### config.mk
export PLATFORM = sky130hd
export DESIGN_NAME = rss_sequencer
export DESIGN_NICKNAME = d
export VERILOG_FILES = /design/src/verilog/rss_pkg.sv /design/src/verilog/rss_timer_if.sv /design/src/verilog/rss_sequencer.sv /design/src/verilog/rss_timer.sv /design/src/verilog/rss_pin_filter.sv
export SDC_FILE = /design/constraint.sdc
export NUM_CORES = 1
export LEC_CHECK = 0
export BUFFER_PORTS_ARGS = -buffer_cell sky130_fd_sc_hd__buf_2
export CAP_MARGIN = 15
export CORE_MARGIN = 4
export CORE_UTILIZATION = 39
export DETAILED_ROUTE_END_ITERATION = 16
export SETUP_SLACK_MARGIN = 0.05
export SLEW_MARGIN = 20
export SYNTH_ARGS = -nofsm -noshare
export SYNTH_HDL_FRONTEND = slang
export SYNTH_SLANG_ARGS = --single-unit
### constraint.sdc
create_clock -name clk_i -period 1.93 [get_ports clk_i]
set_input_delay 0.0965 -clock clk_i [delete_from_list [all_inputs] [get_ports clk_i]]
set_output_delay 0.0965 -clock clk_i [all_outputs]
set_load 0.01 [all_outputs]
### src/verilog/rss_pkg.sv
package rss_pkg;
	// status flags: watchdog expiry, sleep entered
	localparam int unsigned STAT_WDT_EXPIRY_BIT   = 1;
	localparam int unsigned STAT_SLEEP_BIT        = 0;
	// power control register bit positions
	localparam int unsigned POWER_CONTROL_REGISTER_STK_OVF_BIT      = 7;
	localparam int unsigned POWER_CONTROL_REGISTER_STK_UNF_BIT      = 6;
	localparam int unsigned POWER_CONTROL_REGISTER_WDT_RST_BIT      = 4;
	localparam int unsigned POWER_CONTROL_REGISTER_PIN_RST_BIT      = 3;
	localparam int unsigned POWER_CONTROL_REGISTER_INSTR_RST_BIT    = 2;
	localparam int unsigned POWER_CONTROL_REGISTER_POR_BIT          = 1;
	localparam int unsigned POWER_CONTROL_REGISTER_BOR_BIT          = 0;
	localparam logic [7:0]  POWER_CONTROL_REGISTER_POR_VALUE        = 8'h1c;
	localparam logic [1:0]  STAT_POR_VALUE        = 2'h3;
	localparam logic [15:0] RESET_VECTOR          = 16'h0000;
	localparam logic [15:0] INTERRUPT_VECTOR      = 16'h0004;
	localparam int unsigned CLK_PERIOD_PS         = 8000;
	localparam int unsigned PWRT_TIME_US          = 64000;
	localparam int unsigned PWRT_CYCLES           = (PWRT_TIME_US * 1000) / (CLK_PERIOD_PS / 1000);
	localparam int unsigned OST_CYCLES_DEFAULT    = 1024;
	localparam int unsigned RELEASE_OSC_CYCLES    = 10;
	localparam int unsigned MASTER_CLEAR_PIN_FILTER_DEFAULT   = 2;
	typedef enum {RSS_POWER_OFF, RSS_WAIT_TIMERS, RSS_WAIT_PIN, RSS_RELEASE, RSS_RUN} rss_state_e;
endpackage

### src/verilog/rss_timer_if.sv
`timescale 1ns/1ps
interface rss_timer_if;
	logic start;
	logic done;
	modport ctrl (output start, input done);
	modport tmr  (input start, output done);
endinterface

### src/verilog/rss_sequencer.sv
`timescale 1ns/1ps
// Behaviour
// - low-power brownout holds reset, sets brownout pattern
// - low-power monitor enabled only by config
// - brownout request is OR of both monitors
// - pin enabled by programming or pin enable
// - enabled low pin holds reset, weak pull-up
// - glitches on pin filtered out
// - pin never driven low by resets
// - disabled pin is input, software pull-up
// - watchdog timeout resets, clears watchdog flags
// - reset instruction clears its flag only
// - enabled stack faults reset and set flag
// - programming exit acts as power-on reset
// - power-up timer enabled by low config bit
// - run after timers and pin release
// - timers ignore pin; start ten cycles later
// - power-on loads flag defaults
// - flags per cause; vector zero on resets
// - watchdog sleep wake continues, clears both flags
// - interrupt wake sets expiry, clears sleep
// - interrupt wake with enable jumps to 0004h
// - pin reset awake clears pin flag only
// - pin reset in sleep also sets expiry
module rss_sequencer
	import rss_pkg::*;
#(
	parameter int unsigned PWRT_COUNT     = PWRT_CYCLES,
	parameter int unsigned OST_COUNT      = OST_CYCLES_DEFAULT,
	parameter int unsigned FILTER_SAMPLES = MASTER_CLEAR_PIN_FILTER_DEFAULT
) (
	input  wire logic        clk_i,
	input  wire logic        rst_b_i,
	input  wire logic        power_on_i,
	input  wire logic        prog_exit_i,
	input  wire logic        lp_brownout_cfg_i,
	input  wire logic        lp_brownout_low_i,
	input  wire logic        main_brownout_i,
	input  wire logic        master_clear_pin_enable_i,
	input  wire logic        low_voltage_programming_enable_i,
	input  wire logic        powerup_timer_enable_n_i,
	input  wire logic        osc_start_needed_i,
	input  wire logic        stack_fault_reset_enable_i,
	input  wire logic        master_clear_pin_i,
	input  wire logic        sw_pullup_i,
	input  wire logic        watchdog_timeout_i,
	input  wire logic        reset_instr_i,
	input  wire logic        stack_overflow_i,
	input  wire logic        stack_underflow_i,
	input  wire logic        sleeping_i,
	input  wire logic        interrupt_wake_i,
	input  wire logic        global_interrupt_enable_i,
	input  wire logic [7:0]  power_control_register_wr_data_i,
	input  wire logic        power_control_register_wr_i,
	input  wire logic [15:0] pc_next_i,
	output logic             cpu_reset_o,
	output logic             wake_o,
	output logic [15:0]      pc_load_o,
	output logic             pc_load_valid_o,
	output logic             pin_pullup_en_o,
	output logic             pin_out_o,
	output logic             pin_oe_o,
	output logic             pin_gpio_o,
	output logic             brownout_req_o,
	output logic [7:0]       power_control_register_o,
	output logic             watchdog_expiry_flag_o,
	output logic             sleep_entered_flag_o
);
	rss_timer_if pwrt_if ();
	rss_timer_if ost_if ();
	rss_state_e  state_q;
	logic [7:0]  power_control_register_q;
	logic [1:0]  stat_q;
	logic [3:0]  rel_cnt_q;
	logic        pin_level;
	logic        pin_en;
	logic        pin_hold;
	logic        bor_req;
	logic        por_ev;
	logic        stk_ovf_ev;
	logic        stk_unf_ev;
	logic        wdt_rst_ev;
	logic        wdt_wake_ev;
	logic        pin_ev;
	logic        any_sync_rst;
	logic        timers_done;
	logic        pwrt_skip;
	logic        ost_skip;
	logic        pin_hold_d1_q;
	logic [15:0] pc_q;
	logic        pc_v_q;
	logic        wake_q;

	assign bor_req = (lp_brownout_cfg_i & lp_brownout_low_i) | main_brownout_i;
	assign pin_en  = master_clear_pin_enable_i | low_voltage_programming_enable_i;
	assign pin_hold = pin_en & ~pin_level;
	assign por_ev  = power_on_i | prog_exit_i;
	assign stk_ovf_ev = stack_fault_reset_enable_i & stack_overflow_i;
	assign stk_unf_ev = stack_fault_reset_enable_i & stack_underflow_i;
	assign wdt_rst_ev = watchdog_timeout_i & ~sleeping_i;
	assign wdt_wake_ev = watchdog_timeout_i & sleeping_i & (state_q == RSS_RUN);
	// only a pin reset out of run or sleep counts; a pin held low through start-up leaves the flag alone
	assign pin_ev = pin_hold & ~pin_hold_d1_q & (state_q == RSS_RUN);
	assign any_sync_rst = wdt_rst_ev | reset_instr_i | stk_ovf_ev | stk_unf_ev;

	rss_pin_filter #(.SAMPLES(FILTER_SAMPLES)) u_filter (
		.clk_i   (clk_i),
		.rst_b_i (rst_b_i),
		.pin_i   (master_clear_pin_i),
		.level_o (pin_level)
	);
	rss_timer #(.CYCLES(PWRT_COUNT)) u_pwrt (
		.clk_i   (clk_i),
		.rst_b_i (rst_b_i),
		.t       (pwrt_if.tmr)
	);
	rss_timer #(.CYCLES(OST_COUNT)) u_ost (
		.clk_i   (clk_i),
		.rst_b_i (rst_b_i),
		.t       (ost_if.tmr)
	);

	// timers start on power/brownout release, whatever the pin does
	assign pwrt_if.start = por_ev | bor_req;
	assign ost_if.start  = por_ev | bor_req;
	assign pwrt_skip   = powerup_timer_enable_n_i;
	assign ost_skip    = ~osc_start_needed_i;
	assign timers_done = (pwrt_skip | pwrt_if.done) & (ost_skip | ost_if.done);

	always_ff @(posedge clk_i or negedge rst_b_i) begin
		if (!rst_b_i) begin
			pin_hold_d1_q <= 1'b0;
		end else begin
			pin_hold_d1_q <= pin_hold;
		end
	end

	// sequencing state
	always_ff @(posedge clk_i or negedge rst_b_i) begin
		if (!rst_b_i) begin
			state_q   <= RSS_POWER_OFF;
			rel_cnt_q <= '0;
		end else if (por_ev | bor_req) begin
			state_q   <= RSS_WAIT_TIMERS;
			rel_cnt_q <= '0;
		end else begin
			case (state_q)
				RSS_POWER_OFF: begin
					state_q <= RSS_POWER_OFF;
				end
				RSS_WAIT_TIMERS: begin
					if (timers_done) begin
						state_q <= RSS_WAIT_PIN;
					end
				end
				RSS_WAIT_PIN: begin
					rel_cnt_q <= '0;
					if (!pin_hold) begin
						state_q <= RSS_RELEASE;
					end
				end
				RSS_RELEASE: begin
					if (pin_hold) begin
						state_q <= RSS_WAIT_PIN;
					end else if (rel_cnt_q == 4'(RELEASE_OSC_CYCLES - 1)) begin
						state_q <= RSS_RUN;
					end else begin
						rel_cnt_q <= rel_cnt_q + 1'b1;
					end
				end
				RSS_RUN: begin
					if (pin_hold) begin
						state_q <= RSS_WAIT_PIN;
					end else if (any_sync_rst) begin
						state_q <= RSS_RELEASE;
						rel_cnt_q <= '0;
					end
				end
				default: begin
					state_q <= RSS_POWER_OFF;
				end
			endcase
		end
	end

	// power control flags; hardware events win over software writes
	always_ff @(posedge clk_i or negedge rst_b_i) begin
		if (!rst_b_i) begin
			power_control_register_q <= POWER_CONTROL_REGISTER_POR_VALUE;
		end else if (por_ev) begin
			power_control_register_q <= POWER_CONTROL_REGISTER_POR_VALUE;
		end else if (bor_req) begin
			power_control_register_q[POWER_CONTROL_REGISTER_STK_OVF_BIT]   <= 1'b0;
			power_control_register_q[POWER_CONTROL_REGISTER_STK_UNF_BIT]   <= 1'b0;
			power_control_register_q[POWER_CONTROL_REGISTER_PIN_RST_BIT]   <= 1'b1;
			power_control_register_q[POWER_CONTROL_REGISTER_INSTR_RST_BIT] <= 1'b1;
			power_control_register_q[POWER_CONTROL_REGISTER_BOR_BIT]       <= 1'b0;
		end else begin
			if (power_control_register_wr_i) begin
				power_control_register_q <= power_control_register_wr_data_i & 8'hdf;
			end
			if (stk_ovf_ev) begin
				power_control_register_q[POWER_CONTROL_REGISTER_STK_OVF_BIT] <= 1'b1;
			end
			if (stk_unf_ev) begin
				power_control_register_q[POWER_CONTROL_REGISTER_STK_UNF_BIT] <= 1'b1;
			end
			if (wdt_rst_ev) begin
				power_control_register_q[POWER_CONTROL_REGISTER_WDT_RST_BIT] <= 1'b0;
			end
			if (pin_ev) begin
				power_control_register_q[POWER_CONTROL_REGISTER_PIN_RST_BIT] <= 1'b0;
			end
			if (reset_instr_i) begin
				power_control_register_q[POWER_CONTROL_REGISTER_INSTR_RST_BIT] <= 1'b0;
			end
		end
	end

	// status flags: expiry, sleep
	always_ff @(posedge clk_i or negedge rst_b_i) begin
		if (!rst_b_i) begin
			stat_q <= STAT_POR_VALUE;
		end else if (por_ev | bor_req) begin
			stat_q <= STAT_POR_VALUE;
		end else if (wdt_rst_ev) begin
			stat_q[STAT_WDT_EXPIRY_BIT] <= 1'b0;
		end else if (wdt_wake_ev) begin
			stat_q <= 2'h0;
		end else if (pin_ev & sleeping_i) begin
			stat_q <= 2'h2;
		end else if (interrupt_wake_i & sleeping_i & (state_q == RSS_RUN)) begin
			stat_q <= 2'h2;
		end
	end

	// program counter loads: vector zero for resets, next or interrupt vector for wakes
	always_ff @(posedge clk_i or negedge rst_b_i) begin
		if (!rst_b_i) begin
			pc_q   <= RESET_VECTOR;
			pc_v_q <= 1'b0;
			wake_q <= 1'b0;
		end else begin
			wake_q <= 1'b0;
			pc_v_q <= 1'b0;
			if (state_q == RSS_RELEASE && rel_cnt_q == 4'(RELEASE_OSC_CYCLES - 1) && !pin_hold) begin
				pc_q   <= RESET_VECTOR;
				pc_v_q <= 1'b1;
			end else if (state_q == RSS_RUN && sleeping_i && (interrupt_wake_i | watchdog_timeout_i)) begin
				wake_q <= 1'b1;
				pc_v_q <= 1'b1;
				if (interrupt_wake_i & global_interrupt_enable_i) begin
					pc_q <= INTERRUPT_VECTOR;
				end else begin
					pc_q <= pc_next_i;
				end
			end
		end
	end

	assign cpu_reset_o              = (state_q != RSS_RUN);
	assign wake_o                   = wake_q;
	assign pc_load_o                = pc_q;
	assign pc_load_valid_o          = pc_v_q;
	assign pin_out_o                = 1'b0;
	assign pin_oe_o                 = 1'b0;
	assign pin_pullup_en_o          = pin_en ? 1'b1 : sw_pullup_i;
	assign pin_gpio_o               = pin_en ? 1'b0 : master_clear_pin_i;
	assign brownout_req_o           = bor_req;
	assign power_control_register_o = power_control_register_q;
	assign watchdog_expiry_flag_o   = stat_q[STAT_WDT_EXPIRY_BIT];
	assign sleep_entered_flag_o     = stat_q[STAT_SLEEP_BIT];

	// cycles spent in the release countdown, counted apart from rel_cnt_q so the check below is independent
	logic [3:0] rel_len_q;
	always_ff @(posedge clk_i or negedge rst_b_i) begin
		if (!rst_b_i) begin
			rel_len_q <= '0;
		end else if (state_q == RSS_RELEASE) begin
			if (rel_len_q != 4'hf) begin
				rel_len_q <= rel_len_q + 1'b1;
			end
		end else begin
			rel_len_q <= '0;
		end
	end

	brownout_holds_a: assert property (@(posedge clk_i) disable iff (!rst_b_i)
		bor_req |=> cpu_reset_o && !power_control_register_o[POWER_CONTROL_REGISTER_BOR_BIT])
		else $error("brownout did not hold reset");
	lp_gate_a: assert property (@(posedge clk_i) disable iff (!rst_b_i)
		(!lp_brownout_cfg_i && !main_brownout_i) |-> !brownout_req_o)
		else $error("disabled monitor requested reset");
	pin_hold_a: assert property (@(posedge clk_i) disable iff (!rst_b_i)
		(pin_hold && state_q == RSS_RUN) |=> cpu_reset_o)
		else $error("low pin did not hold reset");
	pin_drive_a: assert property (@(posedge clk_i) disable iff (!rst_b_i)
		!pin_oe_o)
		else $error("pin driven");
	gpio_pull_a: assert property (@(posedge clk_i) disable iff (!rst_b_i)
		!pin_en |-> pin_pullup_en_o == sw_pullup_i)
		else $error("pull-up not under software");
	release_ten_a: assert property (@(posedge clk_i) disable iff (!rst_b_i)
		$fell(cpu_reset_o) |-> rel_len_q == 4'(RELEASE_OSC_CYCLES))
		else $error("released earlier than ten cycles");
	instr_flag_a: assert property (@(posedge clk_i) disable iff (!rst_b_i)
		(reset_instr_i && !por_ev && !bor_req) |=> !power_control_register_o[POWER_CONTROL_REGISTER_INSTR_RST_BIT])
		else $error("instruction flag not cleared");
	wdt_wake_a: assert property (@(posedge clk_i) disable iff (!rst_b_i)
		(wdt_wake_ev && !por_ev && !bor_req) |=> !watchdog_expiry_flag_o && !sleep_entered_flag_o && wake_o)
		else $error("watchdog wake flags wrong");
	por_flags_a: assert property (@(posedge clk_i) disable iff (!rst_b_i)
		por_ev |=> power_control_register_o == POWER_CONTROL_REGISTER_POR_VALUE && watchdog_expiry_flag_o)
		else $error("power-on flags wrong");
endmodule

### src/verilog/rss_timer.sv
`timescale 1ns/1ps
module rss_timer
	import rss_pkg::*;
#(
	parameter int unsigned CYCLES = 16
) (
	input  wire logic clk_i,
	input  wire logic rst_b_i,
	rss_timer_if.tmr  t
);
	localparam int unsigned W = (CYCLES > 1) ? $clog2(CYCLES + 1) : 1;
	logic [W-1:0] cnt_q;
	logic         done_q;

	// restart on each start pulse; done holds until the next start
	always_ff @(posedge clk_i or negedge rst_b_i) begin
		if (!rst_b_i) begin
			cnt_q  <= '0;
			done_q <= 1'b0;
		end else if (t.start) begin
			cnt_q  <= '0;
			done_q <= 1'b0;
		end else if (!done_q) begin
			if (cnt_q == W'(CYCLES - 1)) begin
				done_q <= 1'b1;
			end else begin
				cnt_q <= cnt_q + 1'b1;
			end
		end
	end
	assign t.done = done_q;
endmodule

### src/verilog/rss_pin_filter.sv
`timescale 1ns/1ps
module rss_pin_filter #(
	parameter int unsigned SAMPLES = 2
) (
	input  wire logic clk_i,
	input  wire logic rst_b_i,
	input  wire logic pin_i,
	output logic      level_o
);
	localparam int unsigned W = $clog2(SAMPLES + 1);
	logic [W-1:0] cnt_q;
	logic         level_q;

	// pin idles high; a level must persist SAMPLES cycles to change the output
	always_ff @(posedge clk_i or negedge rst_b_i) begin
		if (!rst_b_i) begin
			cnt_q   <= '0;
			level_q <= 1'b1;
		end else if (pin_i == level_q) begin
			cnt_q <= '0;
		end else if (cnt_q == W'(SAMPLES - 1)) begin
			cnt_q   <= '0;
			level_q <= pin_i;
		end else begin
			cnt_q <= cnt_q + 1'b1;
		end
	end
	assign level_o = level_q;
endmodule

Word level (Yosys, flattened, before mapping). Index checks and enable logic that the tools add are counted. W data, S select, Z words.

$add $sub $neg: 4. Equality and inequality tests: 26. Multiplexer cells: 54. Bitwise gates (word level): 29. Reductions and logical operators: 24.

Operators with widths (count): $mux W32 (7); $pmux W32 S4 (1); $mux W23 (3); $eq A32 B2 Y1 const B (2); $eq A32 B3 Y1 const B (2); $mux W16 (3); $mux W11 (3); $eq A32 B1 Y1 const B (1); $eq A32 B4 Y1 const B (1); $ne A32 B4 Y1 const B (1); $reduce_bool A4 Y1 (6); $add A23 B1 Y23 const B (1); $eq A23 B23 Y1 const B (1); $mux W1 (20); $mux W4 (5); $mux W2 (9); $ne A3 B3 Y1 const B (6); $mux W8 (2); $and A1 B1 Y1 (14); $pmux W4 S3 (1); $reduce_and A2 Y1 (6); $add A11 B1 Y11 const B (1); $eq A11 B10 Y1 const B (1); $ne A2 B2 Y1 const B (5); other kinds (16) (35).

Bits in registers: 104. Bits of input ports: 46. Output and inout bits: 34. Word-level logic and storage cells: 158.

Depth between registers and ports, before layout.
Depth after elaboration: 9. Gate-level depth with buffers: 8. Depth with buffers taken out: 7.

Cells and area by module. Synthesis repeated with hierarchy kept, for this count alone.

Cell total of the unflattened synthesis: 365. Area total of the unflattened synthesis: 3821.2 um^2.

Modules (own cells, without submodules): rss_sequencer (times used 1, cells each 152, area an instance 1699.1 um^2, sequential area each 882.1 um^2); rss_timer at u_pwrt (times used 1, cells each 139, area an instance 1351.3 um^2, sequential area each 600.6 um^2); rss_timer at u_ost (times used 1, cells each 66, area an instance 645.6 um^2, sequential area each 300.3 um^2); rss_pin_filter (times used 1, cells each 8, area an instance 125.1 um^2, sequential area each 76.3 um^2).

Worst setup path after synthesis. Ideal clock, no wire load.

Kind: register -> register. Start: reg rel_cnt_q[0]. End: reg rel_cnt_q[3]. Library setup time: 0.069 ns. Arrival time: 1.800 ns. Data required time: 1.861 ns. Slack: 0.061 ns. Cell stages (with the launch flop): 7. Path buffers: 0. Period minus slack after synthesis: 1.869 ns. Cells stage by stage: dfrtp_1 > ha_1 > and4b_4 > a2111oi_4 > a211oi_2 > or4_1 > nand3_1.

Cells in the longest elaborated chain, start to end: 5. Elaborated cells between the ends (all ways): 8. Classes of those cells: 1 x add/sub; 2 x eq/ne; 4 x mux; 1 x reduce/logical.

Ends and longest elaborated chain: from (decl) (line rss_sequencer.sv:74) `logic [3:0] rel_cnt_q;`; from (signal assigned) (line rss_sequencer.sv:168) `rel_cnt_q <= rel_cnt_q + 1'b1;`; $add A4 B1 Y4 (line rss_sequencer.sv:168); $mux W4 (line rss_sequencer.sv:165) `end else if (rel_cnt_q == 4'(RELEASE_OSC_CYCLES - 1)) begin`; $mux W4 (line rss_sequencer.sv:163) `if (pin_hold) begin`; $pmux W4 S3 (line rss_sequencer.sv:147) `case (state_q)`; $mux W4 (line rss_sequencer.sv:143) `end else if (por_ev | bor_req) begin`.

Several ways; a longest one is shown, not always the timed one. The select of a mux whose other input is x is not followed. A chain may end at the register's enable or synchronous reset.

Final worst setup path.
Start: reg u_pwrt.cnt_q[16]. End: reg u_pwrt.cnt_q[22].

Cells in the longest elaborated chain, start to end: 4. Elaborated cells between the ends (all ways): 7. Classes of those cells: 1 x add/sub; 2 x eq/ne; 3 x mux; 1 x reduce/logical.

Ends and longest elaborated chain: from (decl) (line rss_timer.sv:12) `logic [W-1:0] cnt_q;`; from (signal assigned) (line rss_timer.sv:27) `cnt_q <= cnt_q + 1'b1;`; $add A23 B1 Y23 (line rss_timer.sv:27); $mux W23 (line rss_timer.sv:24) `if (cnt_q == W'(CYCLES - 1)) begin`; $mux W23 (line rss_timer.sv:23) `end else if (!done_q) begin`; $mux W23 (line rss_timer.sv:20) `end else if (t.start) begin`.

Several ways; a longest one is shown, not always the timed one. The select of a mux whose other input is x is not followed.

==> results.txt <==
----------------------------------------------------
[Global routing]
  Wire length of the first global-routing pass ... 14.8 mm
  Number of antenna violations at the first check in global routing ... 0
  Overall track demand over capacity in global routing ... 16.2%
  Residual overflow from global routing ... 0
  Via count of the first global-routing pass ... 3,059
  Largest net degree at the start of global routing ... 40

[Placement]
  GP Congestion ... 0.765
  DP HPWL ... 6.12 mm
  Setup Slack @ Placement ... 0.0516 ns
  Number of buffers inserted by port buffering ... 75
  Post-detailed-placement cell area ... 0.00441 sq mm

[Yosys]
  Sequential share of the synthesized area ... 49.8%
  Synth Register Bits ... 74
  Post-synth cell types ... 59
  Fraction of synthesized cell area taken by the top area cell type ... 45.6%
  Yosys Warn Count ... 0
  Area of the mapped netlist ... 0.00373 sq mm
  Number of flops mapped to enable cells by yosys ... 0
  Asr flop ratio synth ... 100%
  Mean instance size in the synthesized netlist ... 10.4 sq um
  Most instantiated flip-flop cell in the synthesis netlist ... sky130_fd_sc_hd__dfrtp_1
  Largest area contributor in the synthesized netlist ... sky130_fd_sc_hd__dfrtp_1
  Cell types with the largest area share after synthesis ... sky130_fd_sc_hd__dfrtp_1 46%, sky130_fd_sc_hd__xnor2_1 4.7%, sky130_fd_sc_hd__dfstp_2 4.2%
  Synthesized instance count ... 358

[Timing]
  TNS Setup ... 0 ns
  Number of setup violations in the final report ... 0
  Setup Skew ... 0.00799 ns
  Number of slew-limit violations in the final report ... 0
  Post-layout min period ... 1.84 ns
  Min setup slack post-route ... 0.0903 ns
  Peak Freq ... 544 MHz
  RSZ-0062 raised after global routing ... yes
  Final hold violation count ... 0
  Share of the clock period used by the worst path after layout ... 95.3%

[Power and ir drop]
  Worst voltage drop across the vdd grid ... 0.453 mV
  Power per Cell Area ... 652 mW/mm^2
  Post-layout total power ... 3260 uW
  Static power due to leakage ... 0.00230 uW

[Finish]
  Antenna cells ... 0
  Final Cell Area ... 0.00500 sq mm
  Final Net Count ... 537
  Area Growth Syn to Fin ... 34.0%
  Ratio of cells with drive above 1 in the final layout ... 31.6%
  Fillers ... 863
  Post-Route Utilization ... 53.9%

[Drt]
  Number of nets still failing antenna checks after routing ... 0
  WL final ... 8.81 mm
  Vias ... 3,112
  Post-route DRC ... 0
  Post-detailed-route wirelength per cell ... 14.2 um
  Detailed-route vias per instance ... 5.02
  Drt initial violations ... 158
  Pre-antenna DRT Iters ... 4

[Setup path]
  Max Fanout on Critical Path ... 7
  Critical path data arrival time ... 2.12 ns
  Length in cells of the worst reg-to-reg path ... 7
  Destination of the worst register-to-register timing path ... u_pwrt.cnt_q[22]
  Max stage delay on crit path ... 0.55 ns
  R2r setup slk ... 0.09 ns
  Element type at the critical path end ... register
  Buffering stage count on the worst path with inverters included ... 2
  Top delay family on crit path ... simple AND/OR/NAND/NOR gates
  Critical path cell sequence ... or4_4 -> nor3_4 -> buf_12 -> buf_4 -> a21oi_2 -> a31oi_1 -> a41o_1
  Required time of the worst setup path ... 2.21 ns
  Setup Crit Path Kind ... register to register
  Element type at the critical path start ... register
  Cell with the largest stage delay on the worst path ... sky130_fd_sc_hd__or4_4
  Crit Reg-Reg Startpoint ... u_pwrt.cnt_q[16]

[Worst hold path]
  Hold Crit Class ... input port to register
  Hold Path Depth ... 3
  Worst Hold Endpoint ... power_control_register_o[7]
  Worst Hold Launch ... stack_fault_reset_enable_i

[CTS]
  CTS H-tree depth ... 3
  Clock edge transition at the registers on the reported setup and hold paths ... 0.07 ns
  Root buffer selected by CTS ... sky130_fd_sc_hd__clkbuf_8
  Max clock buf depth ... 2
  Sinks on Clock Net ... 74
  Clock tree from TritonCTS ... done
  Number of buffers created by CTS ... 9
  Insertion delay of the later-clocked pin in the worst-skew pair ... 0.34 ns

[Floorplanning]
  # IOs ... 80
  Width of the chip ... 106 um
  Die height ... 106 um
  Starting utilization of the core area ... 40.2%
  Area of the die ... 0.0112 sq mm
  Number of cell rows ... 35
  Std-Cell Core Area ... 0.00928 sq mm

[Flow run]
  Number of maximum-capacitance violations ... 0

[Outcome]
  Outcome ... completed

----------------------------------------------------
[worst max path at each step]
stage	start	endpoint	slack, ns	cells past startpoint
floorplan	rel_cnt_q[0]	rel_cnt_q[3]	0.06	6
global placement	rel_cnt_q[0]	rel_cnt_q[3]	0.08	6
detailed placement	rel_cnt_q[0]	rel_cnt_q[3]	0.05	6
CTS	state_q[1]	pc_load_o[5]	0.06	5
global route	u_pwrt.cnt_q[16]	u_pwrt.cnt_q[19]	0.03	7
finish	u_pwrt.cnt_q[16]	u_pwrt.cnt_q[22]	0.09	7
[power breakdown]
group          total [uW]  internal [uW]  switching [uW]  leakage, uW
combinational         332            162             170      0.00118
clock                1320            754             561     0.000112
sequential           1620           1590            21.0      0.00100
total                3260           2510             752      0.00230
[cells in the mapped netlist (all sizes together) (7+ instances only)]
cell type / instances
a21oi: 12
a22o: 15
a31oi: 7
buf: 9
dfrtp: 68
inv: 15
mux2i: 8
nand2: 29
nand3: 16
nor2: 41
nor3: 12
o21ai: 16
xnor2: 20
[stage by stage]
stage / hold slack (ns) / instances
final: 0.0125 / 620
after floorplan: -0.199 / 360
after global routing: 0.0128 / 620
after global placement: 0.101 / 574
after detailed placement: 0.104 / 574
after CTS: 0.00281 / 614
[state kept, by name, summed over array words and instances, names as in the netlist]
register                  flops
u_pwrt.cnt_q                 23
pc_load_o                    16
u_ost.cnt_q                  11
power_control_register_o      7
rel_cnt_q                     4
state_q                       3
stat_q                        2
u_filter.cnt_q                2
pc_load_valid_o               1
pin_hold_d1_q                 1
u_filter.level_o              1
u_ost.t.done                  1
u_pwrt.t.done                 1
wake_o                        1
[logic make-up (layout without fill, tap and decap cells)]
| kind of cell | after synthesis | count (layout) | share of synthesized area, % |
|---|---|---|---|
| other cells | 1 | 3 | 0.100 |
| flops | 74 | 74 | 49.8 |
| buf+inv | 29 | 160 | 3.55 |
| mux | 9 | 9 | 2.45 |
| compound gates | 76 | 76 | 16.8 |
| simple gates | 141 | 141 | 20.3 |
| xor+xnor | 24 | 24 | 5.63 |
| fa+ha+maj | 4 | 4 | 1.34 |
[placed cells by master, fill, tap and decap left out, types with 3 or more instances in the layout]
cell type | netlist | layout
sky130_fd_sc_hd__a2111oi_4 | 2 | 5
sky130_fd_sc_hd__a211oi_1 | 5 | 5
sky130_fd_sc_hd__a21oi_1 | 10 | 10
sky130_fd_sc_hd__a22o_1 | 15 | 15
sky130_fd_sc_hd__a31oi_1 | 7 | 6
sky130_fd_sc_hd__and2_1 | 3 | 3
sky130_fd_sc_hd__and3_1 | 6 | 6
sky130_fd_sc_hd__buf_12 | 0 | 3
sky130_fd_sc_hd__buf_2 | 4 | 74
sky130_fd_sc_hd__buf_4 | 5 | 28
sky130_fd_sc_hd__clkbuf_8 | 0 | 10
sky130_fd_sc_hd__conb_1 | 1 | 3
sky130_fd_sc_hd__dfrtp_1 | 68 | 66
sky130_fd_sc_hd__dfstp_2 | 6 | 6
sky130_fd_sc_hd__dlygate4sd3_1 | 0 | 24
sky130_fd_sc_hd__ha_1 | 4 | 4
sky130_fd_sc_hd__inv_1 | 12 | 12
sky130_fd_sc_hd__inv_2 | 3 | 3
sky130_fd_sc_hd__mux2i_1 | 8 | 8
sky130_fd_sc_hd__nand2_1 | 29 | 29
sky130_fd_sc_hd__nand2b_1 | 5 | 5
sky130_fd_sc_hd__nand3_1 | 16 | 16
sky130_fd_sc_hd__nor2_1 | 40 | 40
sky130_fd_sc_hd__nor2b_1 | 5 | 5
sky130_fd_sc_hd__nor3_1 | 11 | 11
sky130_fd_sc_hd__nor4_1 | 5 | 5
sky130_fd_sc_hd__o21ai_0 | 15 | 15
sky130_fd_sc_hd__xnor2_1 | 20 | 20
sky130_fd_sc_hd__xor2_1 | 4 | 4
[final cells by class]
| class | count | area (sq um) | area share [%] |
|---|---|---|---|
| Clock inverter | 5 | 78.8 | 1.58 |
| Tap cell | 129 | 161 | 3.23 |
| Sequential cell | 74 | 1860 | 37.2 |
| Clock buffer | 10 | 138 | 2.75 |
| Multi-Input combinational cell | 257 | 1810 | 36.3 |
| Inverter | 15 | 56.3 | 1.13 |
| Timing Repair Buffer | 130 | 892 | 17.8 |
[what timing repair did]
| item | 4_1_cts | 5_1_grt |
|---|---|---|
| hold endpoints to repair | 55 | 0 |
| pin swaps | 1 | 6 |
| endpoints found under the setup margin | 1 | 30 |
| setup buffers | 1 | 6 |
| hold buffers | 24 | 0 |
| resized for setup | 0 | 10 |
[routing by layer]
metal  track usage (%)  part of all wire (%)
met1              21.4                    45
met2              27.1                    51
met3              3.80                   2.6
met4              3.70                   1.4
met5                 0                     0
[worst register-to-register path: cells and delay by family (launching register included)]
kind	cells	cell delay, ns
compound gates	3	0.37
buf+inv	2	0.27
flops	1	0.39
simple gates	2	0.76
Power figures use the tool's default switching activity.
